**src/design/lbc_consts.vh**
```
// Constants for the logic, bit and compare execution datapath.
// Included by the datapath files; definitions only.
`ifndef LBC_CONSTS_VH
`define LBC_CONSTS_VH

// Operation codes (op input)
`define LBC_OP_AND 4'h0
`define LBC_OP_OR 4'h1
`define LBC_OP_XOR 4'h2
`define LBC_OP_COMPARE 4'h3
`define LBC_OP_BIT_CLEAR 4'h4
`define LBC_OP_BIT_SET 4'h5
`define LBC_OP_BIT_MOVE 4'h6
`define LBC_OP_BIT_MOVE_NEG 4'h7
`define LBC_OP_BIT_AND 4'h8
`define LBC_OP_BIT_OR 4'h9
`define LBC_OP_BIT_XOR 4'hA
`define LBC_OP_BIT_COMPARE 4'hB
`define LBC_OP_FLDH 4'hC
`define LBC_OP_FLDL 4'hD

// Source operand forms (src_mode input)
`define LBC_SRC_GPR 3'h0
`define LBC_SRC_IND 3'h1
`define LBC_SRC_INDINC 3'h2
`define LBC_SRC_IMM3 3'h3
`define LBC_SRC_IMM 3'h4
`define LBC_SRC_MEM 3'h5

// Destination forms
`define LBC_DST_REG 1'h0
`define LBC_DST_MEM 1'h1

// Pointer steps
`define LBC_STEP_WORD 16'h0002
`define LBC_STEP_BYTE 16'h0001

// Encoding lengths in bytes
`define LBC_LEN_SHORT 3'h2
`define LBC_LEN_LONG 3'h4

// Flag positions in flags output
`define LBC_FLG_N 0
`define LBC_FLG_C 1
`define LBC_FLG_V 2
`define LBC_FLG_Z 3
`define LBC_FLG_E 4

// Reset values
`define LBC_RST_WORD 16'h0000
`define LBC_RST_FLAGS 5'h00
`define LBC_RST_LEN 3'h0

`endif

```
**src/design/lbc_bitop.v**
```verilog
// Single-bit Boolean unit: combines source and destination bits.
// Pure combinational; caller picks the bit positions.
`timescale 1ns/10ps
`default_nettype none

module lbc_bitop (
  // Operation
  input wire [3:0] op,
  // Operand bits
  input wire src_bit,
  input wire dst_bit,
  // Result
  output reg res_bit,
  output reg writes
);

`include "lbc_consts.vh"

always @* begin
  res_bit = dst_bit;
  writes = 1'b1;
  case (op)
    `LBC_OP_BIT_CLEAR: res_bit = 1'b0;
    `LBC_OP_BIT_SET: res_bit = 1'b1;
    `LBC_OP_BIT_MOVE: res_bit = src_bit;
    `LBC_OP_BIT_MOVE_NEG: res_bit = ~src_bit;
    `LBC_OP_BIT_AND: res_bit = dst_bit & src_bit;
    `LBC_OP_BIT_OR: res_bit = dst_bit | src_bit;
    `LBC_OP_BIT_XOR: res_bit = dst_bit ^ src_bit;
    `LBC_OP_BIT_COMPARE: writes = 1'b0;
    default: writes = 1'b0;
  endcase
end

endmodule

`default_nettype wire

```
**src/design/lbc_datapath.v**
```verilog
// Execution datapath for logical, bit and compare instruction groups.
// Assumes decode supplies op, operand form and fetched operands in one
// request cycle; results and write strobes follow one cycle later.
`timescale 1ns/10ps
`default_nettype none

module lbc_datapath (
  // Clock and reset
  input wire clock,
  input wire rstn,
  // Request
  input wire req_valid,
  input wire [3:0] op,
  input wire byte_op,
  input wire [2:0] src_mode,
  input wire dst_mem,
  input wire [15:0] dst_val,
  input wire [15:0] src_val,
  input wire [2:0] short_immediate,
  input wire [15:0] long_immediate,
  input wire [15:0] ptr_val,
  input wire [3:0] dst_bitpos,
  input wire [3:0] src_bitpos,
  // Result
  output reg done_ff,
  output reg [15:0] result_ff,
  output reg reg_we_ff,
  output reg mem_we_ff,
  output reg byte_we_ff,
  output reg ptr_we_ff,
  output reg [15:0] ptr_next_ff,
  output reg [4:0] flags_ff,
  output reg [2:0] length_ff
);

`include "lbc_consts.vh"

// --------------------------------------------------
// Operand selection
// --------------------------------------------------
reg [15:0] opnd;
wire [15:0] byte_immediate;
wire [7:0] byte_field_mask;

assign byte_immediate = {8'h00, long_immediate[7:0]};
assign byte_field_mask = long_immediate[15:8];

always @* begin
  case (src_mode)
    `LBC_SRC_IMM3: opnd = {13'h0000, short_immediate};
    `LBC_SRC_IMM: opnd = byte_op ? byte_immediate
                                 : long_immediate;
    default: opnd = src_val;
  endcase
end

// --------------------------------------------------
// Bit unit
// --------------------------------------------------
wire src_bit;
wire dst_bit;
wire bit_res;
wire bit_writes;

assign src_bit = src_val[src_bitpos];
assign dst_bit = dst_val[dst_bitpos];

lbc_bitop u_bitop (
  .op(op),
  .src_bit(src_bit),
  .dst_bit(dst_bit),
  .res_bit(bit_res),
  .writes(bit_writes)
);

// --------------------------------------------------
// Masked byte-field merge
// --------------------------------------------------
wire [15:0] fmask;
wire [15:0] fdata;
wire [15:0] field_word;

// Mask steers the field into the upper or lower byte
assign fmask = (op == `LBC_OP_FLDH) ?
               {byte_field_mask, 8'h00} :
               {8'h00, byte_field_mask};
// Data byte sits in both halves; the mask picks one
assign fdata = {long_immediate[7:0], long_immediate[7:0]};

genvar gi;
generate
  for (gi = 0; gi < 16; gi = gi + 1) begin : g_field
    // Unmasked bits keep the old word
    assign field_word[gi] = fmask[gi] ? fdata[gi] : dst_val[gi];
  end
endgenerate

// --------------------------------------------------
// Result and flag computation
// --------------------------------------------------
reg [15:0] nxt_result;
reg [16:0] diff;
reg nxt_reg_we;
reg nxt_mem_we;
reg [4:0] nxt_flags;
reg sign;
reg zero;

always @* begin
  nxt_result = dst_val;
  nxt_reg_we = 1'b0;
  nxt_mem_we = 1'b0;
  nxt_flags = `LBC_RST_FLAGS;
  diff = 17'h00000;
  sign = 1'b0;
  zero = 1'b0;
  case (op)
    `LBC_OP_AND, `LBC_OP_OR, `LBC_OP_XOR: begin
      if (op == `LBC_OP_AND)
        nxt_result = dst_val & opnd;
      else if (op == `LBC_OP_OR)
        nxt_result = dst_val | opnd;
      else
        nxt_result = dst_val ^ opnd;
      if (byte_op)
        nxt_result = {dst_val[15:8], nxt_result[7:0]};
      nxt_reg_we = ~dst_mem;
      nxt_mem_we = dst_mem;
      sign = byte_op ? nxt_result[7] : nxt_result[15];
      zero = byte_op ? (nxt_result[7:0] == 8'h00)
                     : (nxt_result == 16'h0000);
      nxt_flags[`LBC_FLG_N] = sign;
      nxt_flags[`LBC_FLG_Z] = zero;
    end
    `LBC_OP_COMPARE: begin
      if (byte_op)
        diff = {9'h000, dst_val[7:0]} - {9'h000, opnd[7:0]};
      else
        diff = {1'b0, dst_val} - {1'b0, opnd};
      if (byte_op) begin
        sign = diff[7];
        zero = (diff[7:0] == 8'h00);
        nxt_flags[`LBC_FLG_C] = diff[8];
        nxt_flags[`LBC_FLG_V] = (dst_val[7] ^ opnd[7]) &
                                (dst_val[7] ^ diff[7]);
      end else begin
        sign = diff[15];
        zero = (diff[15:0] == 16'h0000);
        nxt_flags[`LBC_FLG_C] = diff[16];
        nxt_flags[`LBC_FLG_V] = (dst_val[15] ^ opnd[15]) &
                                (dst_val[15] ^ diff[15]);
      end
      nxt_flags[`LBC_FLG_N] = sign;
      nxt_flags[`LBC_FLG_Z] = zero;
      nxt_flags[`LBC_FLG_E] = 1'b0;
    end
    `LBC_OP_FLDH, `LBC_OP_FLDL: begin
      nxt_result = field_word;
      nxt_mem_we = 1'b1;
      nxt_flags[`LBC_FLG_N] = nxt_result[15];
      nxt_flags[`LBC_FLG_Z] = (nxt_result == 16'h0000);
    end
    `LBC_OP_BIT_CLEAR, `LBC_OP_BIT_SET, `LBC_OP_BIT_MOVE,
    `LBC_OP_BIT_MOVE_NEG, `LBC_OP_BIT_AND, `LBC_OP_BIT_OR,
    `LBC_OP_BIT_XOR, `LBC_OP_BIT_COMPARE: begin
      // Only the addressed bit may change
      nxt_result[dst_bitpos] = bit_res;
      nxt_mem_we = bit_writes;
      nxt_flags[`LBC_FLG_Z] = ~dst_bit;
      nxt_flags[`LBC_FLG_N] = dst_bit ^ src_bit;
      nxt_flags[`LBC_FLG_C] = dst_bit & src_bit;
      nxt_flags[`LBC_FLG_V] = dst_bit | src_bit;
      if (op == `LBC_OP_BIT_CLEAR || op == `LBC_OP_BIT_SET) begin
        nxt_flags[`LBC_FLG_N] = dst_bit;
        nxt_flags[`LBC_FLG_C] = 1'b0;
        nxt_flags[`LBC_FLG_V] = 1'b0;
      end
    end
    default: nxt_flags = `LBC_RST_FLAGS;
  endcase
end

// --------------------------------------------------
// Pointer post-increment and encoding length
// --------------------------------------------------
reg nxt_ptr_we;
reg [15:0] nxt_ptr;
reg [2:0] nxt_len;
reg is_bitop;

always @* begin
  nxt_ptr_we = 1'b0;
  nxt_ptr = ptr_val;
  if (src_mode == `LBC_SRC_INDINC &&
      (op == `LBC_OP_AND || op == `LBC_OP_OR ||
       op == `LBC_OP_XOR || op == `LBC_OP_COMPARE)) begin
    nxt_ptr_we = 1'b1;
    nxt_ptr = ptr_val + (byte_op ? `LBC_STEP_BYTE
                                 : `LBC_STEP_WORD);
  end
  is_bitop = (op >= `LBC_OP_BIT_MOVE) && (op <= `LBC_OP_FLDL);
  if (op == `LBC_OP_BIT_CLEAR || op == `LBC_OP_BIT_SET)
    nxt_len = `LBC_LEN_SHORT;
  else if (is_bitop)
    nxt_len = `LBC_LEN_LONG;
  else if (src_mode == `LBC_SRC_IMM || src_mode == `LBC_SRC_MEM ||
           dst_mem)
    nxt_len = `LBC_LEN_LONG;
  else
    nxt_len = `LBC_LEN_SHORT;
end

// --------------------------------------------------
// Output registers
// --------------------------------------------------
always @(posedge clock or negedge rstn) begin
  if (!rstn) begin
    done_ff <= 1'b0;
    result_ff <= `LBC_RST_WORD;
    reg_we_ff <= 1'b0;
    mem_we_ff <= 1'b0;
    byte_we_ff <= 1'b0;
    ptr_we_ff <= 1'b0;
    ptr_next_ff <= `LBC_RST_WORD;
    flags_ff <= `LBC_RST_FLAGS;
    length_ff <= `LBC_RST_LEN;
  end else begin
    done_ff <= req_valid;
    reg_we_ff <= req_valid & nxt_reg_we;
    mem_we_ff <= req_valid & nxt_mem_we;
    ptr_we_ff <= req_valid & nxt_ptr_we;
    if (req_valid) begin
      result_ff <= nxt_result;
      byte_we_ff <= byte_op & (op <= `LBC_OP_COMPARE);
      ptr_next_ff <= nxt_ptr;
      flags_ff <= nxt_flags;
      length_ff <= nxt_len;
    end
  end
end

endmodule

`default_nettype wire

```
**config.mk**
```make
export PLATFORM = sky130hd
export DESIGN_NAME = lbc_datapath
export DESIGN_NICKNAME = d
export VERILOG_FILES = /design/src/design/lbc_bitop.v /design/src/design/lbc_datapath.v
export VERILOG_INCLUDE_DIRS = /design/src /design/src/design
export SDC_FILE = /design/constraint.sdc
export NUM_CORES = 1
export LEC_CHECK = 0
export CAP_MARGIN = 20
export CORE_MARGIN = 3
export CORE_UTILIZATION = 45
export DETAILED_ROUTE_END_ITERATION = 8
export DONT_BUFFER_PORTS = 1
export GPL_ROUTABILITY_DRIVEN = 1
export PLACE_DENSITY = 0.71
export SYNTH_ARGS = -nofsm -noshare
export SYNTH_HDL_FRONTEND = slang
export SYNTH_HIERARCHICAL = 1
export SYNTH_SLANG_ARGS = --single-unit
```
**constraint.sdc**
```tcl
create_clock -name clock -period 2.9 [get_ports clock]
set_input_delay 0.435 -clock clock [delete_from_list [all_inputs] [get_ports clock]]
set_output_delay 0.435 -clock clock [all_outputs]
set_load 0.05 [all_outputs]
```
# --- After elaboration in Yosys (flattened, before gate mapping) ---
# Cells that the tools add are included.
# Widths: inputs -> output; s select.
totals:
  elab_cells: 125
  ff_bits: 44
  output_inout_bits: 45
  input_bits: 87
op_classes:
  n_mux: 52
  n_eq_ne: 17
  bitwise_logic: 19
  order_cmp: 6
  reduce_logical: 19
  add_sub_neg: 3
ops:
  columns: ["operator", "n"]
  rows:
  - ["$mux 16", 7]
  - ["$logic_not 16->1", 3]
  - ["$pmux 16 s3", 1]
  - ["$mux 17", 2]
  - ["$pmux 16 s2", 1]
  - ["$mux 1", 26]
  - ["$eq 4x4->1 const B", 6]
  - ["$sub 16x16->17", 1]
  - ["$add 16x2->16", 1]
  - ["$and 16x16->16", 1]
  - ["$bwmux 16", 1]
  - ["$eq 4x3->1 const B", 4]
  - ["$logic_not 8->1", 2]
  - ["$or 16x16->16", 1]
  - ["$xor 16x16->16", 1]
  - ["$mux 3", 4]
  - ["$lt 4x5->1 const B", 2]
  - ["$sub 8x8->9", 1]
  - ["$bmux 1 s4", 2]
  - ["$eq 4x2->1 const B", 2]
  - ["$pmux 1 s4", 2]
  - ["$reduce_or 8->1", 1]
  - ["$and 1x1->1", 7]
  - ["$pmux 1 s7", 1]
  - ["20 further kinds", 36]

# --- Longest topological paths before layout ---
depth:
  word_depth: 10
  ltp_mapped: 15
  depth_no_buf: 13

# --- By module ---
# Netlist, hierarchy kept.
modules_own_cells:
  columns: ["mod", "area_per_inst_um2", "cells_each", "instances"]
  rows:
  - ["lbc_datapath", 5791.8, 781, 1]
  - ["lbc_bitop", 132.6, 17, 1]

# --- Worst setup path after synthesis ---
# OpenSTA, ideal clock, no wires.
synth_timing:
  path_kind: "input-to-reg"
  start: "input port src_mode[2]"
  end: "register flags_ff[3]"
  stages: 14
  path_buffers: 2
  slack_ns: -0.610
  arrival_ns: 3.390
  t_required_ns: 2.780
  path_cell_list: "clkbuf_1 > nor2b_1 > clkbuf_1 > o22ai_1 > a21oi_1 > inv_1 > ha_1 > nor2b_1 > or4_1 > o22a_1 > a21bo_1 > a211oi_1 > nor2_1 > a41o_1"
synth_via:
  elab_chain_len: 10
  word_cells_on_any_way: 21
  cone_classes: "2 x add/sub; 2 x eq/ne; 10 x mux; 3 x bitwise; 4 x reduce/logical"
synth_lines:
  columns: ["element", "line_no", "source"]
  rows:
  - ["start, declared", "lbc_datapath.v:15", "input wire [2:0] src_mode,"]
  - ["$eq 3x3->1 / $eq 3x2->1 (equally long branches)", "lbc_datapath.v:49", "case (src_mode)"]
  - ["$pmux 16 s2 (*)", "lbc_datapath.v:49", null]
  - ["branches (longest 7 deep; another with $sub 16x16->17)", null, null]
  - ["$pmux 1 s4 (*)", "lbc_datapath.v:117", "case (op)"]
  - ["end signal, assigned", "lbc_datapath.v:225", "flags_ff <= `LBC_RST_FLAGS;"]
  - ["end signal, assigned", "lbc_datapath.v:236", "flags_ff <= nxt_flags;"]
  - ["end, declared", "lbc_datapath.v:32", "output reg [4:0] flags_ff,"]
# Mark *: on every way between the ends. The select of a mux whose other input is x is not followed.
# A chain may end at the register's enable or synchronous reset.

# --- Worst setup path in the final report ---
layout_timing:
  start: "input port src_bitpos[0]"
  end: "register result_ff[10]"
layout_via:
  elab_chain_len: 6
  word_cells_on_any_way: 9
  cone_classes: "5 x mux; 4 x bitwise"
layout_lines:
  columns: ["element", "line_no", "source"]
  rows:
  - ["start, declared", "lbc_datapath.v:23", "input wire [3:0] src_bitpos,"]
  - ["$bmux 1 s4 (*)", "lbc_datapath.v:65", "assign src_bit = src_val[src_bitpos];"]
  - ["$mux 1 (not written as such) (*)", "lbc_datapath.v:65", null]
  - ["net src_bit", "lbc_datapath.v:60", "wire src_bit;"]
  - ["$xor 1x1->1, or another cell as far along", "lbc_bitop.v:29", "`LBC_OP_BIT_XOR: res_bit = dst_bit ^ src_bit;"]
  - ["$pmux 1 s7 (*)", "lbc_bitop.v:22", "case (op)"]
  - ["net bit_res", "lbc_datapath.v:62", "wire bit_res;"]
  - ["$bwmux 16 (*)", "lbc_datapath.v:167", "nxt_result[dst_bitpos] = bit_res;"]
  - ["$pmux 16 s3 (*)", "lbc_datapath.v:117", null]
  - ["end signal, assigned", "lbc_datapath.v:219", "result_ff <= `LBC_RST_WORD;"]
  - ["end signal, assigned", "lbc_datapath.v:233", "result_ff <= nxt_result;"]
  - ["end, declared", "lbc_datapath.v:26", "output reg [15:0] result_ff,"]
# The timed path passes the listed nets; every way through them passes the cells marked *. The select of a mux whose other input is x is not followed.

==> key figures <==
Run status
  – Outcome: finished, violations left
  – Violated checks: negative setup slack

Global route
  – First-pass GRT wire length: 33,300 µm
  – Tot GR Track Use: 0.288
  – Antenna violations before repair: 0
  – Largest net degree at the start of global routing: 83
  – Grt total ovfl: 0
  – Vias in the first global route: 6,031

Pwr
  – Sw Ratio: 0.428
  – Sequential Power Share: 0.332
  – Pwr dens: 376 nW/µm²
  – Switching pwr: 1.21 mW
  – Clock power frac: 0.205
  – VDD IR max: 0.219 mV
  – Pint: 1.62 mW
  – Leak: 3.13 nW
  – Gate power share: 0.463

Worst setup path
  – Kind of critical path: in2reg
  – Crit. Startpoint: src_bitpos[0]
  – CP required: just over 3 ns
  – Setup crit end kind: register
  – Reg-to-reg slack, setup: approximately 1.0 ns
  – Reg2reg start: flags_ff[3]
  – Worst Path Max Fanout: 6
  – R2r worst-path depth: 6
  – Crit path to: result_ff[10]
  – CP Launch Type: primary input
  – CP Data Arrival Time: between 3 and 4 ns
  – RR Endpoint: flags_ff[3]

Min path
  – Worst hold path type: in2reg
  – Min-delay src: req_valid

Logic synthesis
  – Async SR Flop Fraction: 1.00
  – Most common cell in the synthesized netlist: nand2_1
  – Commonest cells in the netlist: nand2_1, nor2_1, a21oi_1
  – Mapped cell area: about 6000 µm²
  – Top cells by area, synth: dfrtp_1, ha_1, a21oi_1, nand2_1, nor2_1
  – Syn avg cell area: roughly 7.4 µm²
  – Synth Register Bits: 43
  – Mapped Cells: 798
  – Distinct cells, synth: around 80
  – Area share of the largest cell type after synthesis: 0.182
  – Synth warn: 6
  – Sequential cell area fraction in the yosys report: 0.182
  – Dominant synthesized flop cell: dfrtp_1
  – Post-synth top area cell: dfrtp_1
  – EDFF count, synth: 0

Clock tree
  – Clock latency on the worst-skew pair: roughly 0.29 ns
  – CTS Buf Count: 5
  – Root buf cell: clkbuf_16
  – H-tree Lvls: 2
  – CTS tree: yes
  – CTS Buffer Depth: 2
  – Clock Sinks: 43
  – CTS clk-pin slew, worst paths: 0.06 ns

Cells and area
  – Finished Cell Area: 7530 µm²
  – Nets: slightly above 1,000
  – Layout cell share with drive strength beyond 1: 0.262
  – Antenna Cells: 0
  – Synthesis-to-finish area growth: 27.1%

Drt
  – Routed WL: 22,700 µm
  – Vias/cell: 6.38
  – Drt drc: 0
  – Iter 0 DRT Violations: 891
  – Antenna Nets Post-Route: 0
  – Drt pass-1 iters: 8
  – Vias: 6,658
  – Wire per inst: about 22 µm

STA
  – Worst Tran Pin Value: between 0.6 and 0.7 ns
  – Tcrit/Tclk final: 1.07
  – Setup TNS: -1.39 ns
  – Post-layout minimum cycle time: between 3 and 4 ns
  – Slew HR: 0.595
  – Peak Freq: 322 MHz
  – Clock Skews: 0 ns
  – Hold Vio Cnt, Final: 0
  – Setup ws final: -0.209 ns
  – Final setup viols: 10
  – Final Max Tran Viols: 0
  – RSZ-0062 raised after global routing: true

Die
  – Total die area: 14,600 µm²
  – Core area: 12,700 µm²
  – # IOs: 132
  – Die width: between 100 and 150 µm
  – Core Rows: 41
  – Die Y: 121 µm
  – Initial Util: 0.466

Place
  – Final GP Congestion: between 0.9 and 1
  – Port Buffers: 0
  – DP HPWL: 17,000 µm
  – Post-DP Area: 6780 µm²

Job
  – Max cap viols: 0
[cell usage in the layout (no fill, tap or decap), drive strengths merged, types with 7 or more instances in the layout]
cell type    n
nand2b      16
a21boi       8
o21ai       43
mux2         9
ha          54
o22ai       31
and3         7
xnor2        8
nand2       87
buf        111
a31oi       25
inv         61
mux2i       15
a211oi       9
nor3        18
nand3       11
dfrtp       43
nand4        7
xor2        12
nor2b       15
nor2        73
mux4        10
a21oi       66
o211ai      30
nor4         9
[worst max-delay path: stages]
cell and delay, ns:
mux4_2 0.49, mux4_2 0.56, inv_2 0.12, ha_4 0.19, mux2_4 0.26, o21ai_4 0.14, a221oi_4 0.11, buf_4 0.17
nor2_4 0.16, a21oi_2 0.08, o21ai_1 0.17, o211ai_1 0.10, o211ai_1 0.16, o21ai_1 0.11
[how the worst min path moves through the flow]
stage,slack [ns],depth (start not counted),end
after floorplan,0.14,0,byte_we_ff
after global placement,0.14,0,ptr_next_ff[7]
final,0.18,0,done_ff
after global routing,0.18,0,done_ff
after detailed placement,0.14,0,ptr_next_ff[6]
after CTS,0.18,0,done_ff
[cell type report]
| type | count | area, µm² |
|---|---|---|
| flip-flops and latches | 43 | 1080 |
| clock buffers | 5 | 125 |
| multi-input cells | 646 | 4950 |
| well taps | 172 | 215 |
| clock inverters | 3 | 23.8 |
| repair buffers | 113 | 908 |
| inverters | 61 | 233 |
| fillers | 1166 | 5190 |
[power by group through the flow]
| stage | logic (mW) | registers (mW) | clock network [mW] |
|---|---|---|---|
| 6_report | 1.31 | 0.940 | 0.581 |
| 5_1_grt | 1.42 | 0.948 | 0.602 |
| 4_1_cts | 1.17 | 0.943 | 0.578 |
| 3_5_place_dp | 1.11 | 0.954 | 0 |
| 3_3_place_gp | 1.09 | 0.953 | 0 |
| 2_1_floorplan | 0.766 | 0.942 | 0 |
[registers in the layout (all words and copies together) (netlist names)]
name and flops:
flags_ff 4, reg_we_ff 1, byte_we_ff 1, mem_we_ff 1, ptr_we_ff 1, length_ff 2
result_ff 16, done_ff 1, ptr_next_ff 16
[kinds of logic after synthesis]
family	share of synthesized area
fa+ha+maj	0.121
flops	0.182
mux	0.0811
other cells	0.000633
simple gates	0.219
xor+xnor	0.0296
buf+inv	0.0727
compound gates	0.295
[what timing repair did]
action                                  in CTS  in global routing
endpoints found under the setup margin      19                 20
endpoints found under the hold margin       43                  0
hold buffers                                 2                  0
cloned                                       0                  1
buffers inserted                             6                  8
pin swaps                                   14                 52
resized for setup                           21                 66
[per-layer routing]
layer / track usage / vias up / share of wire
li1: - / 3041 / -
met5: 0 / - / 0
met3: 0.0594 / 72 / 0.10
met4: 0.0722 / 0 / 0.033
met1: 0.378 / 3106 / 0.39
met2: 0.483 / 439 / 0.48
[through the flow]
step	power, mW	cells	setup WS [ns]	util	hold slack, ns
global placement	2.04	1018	-0.539	0.533	0.140
CTS	2.70	1034	-0.118	0.559	0.182
global route	2.97	1043	-0.322	0.592	0.177
finish	2.83	1043	-0.209	0.592	0.180
floorplan	1.71	799	-0.454	-	0.139
detailed placement	2.06	1018	-0.569	0.533	0.140
Note: power is estimated with default switching activity, not from simulation.
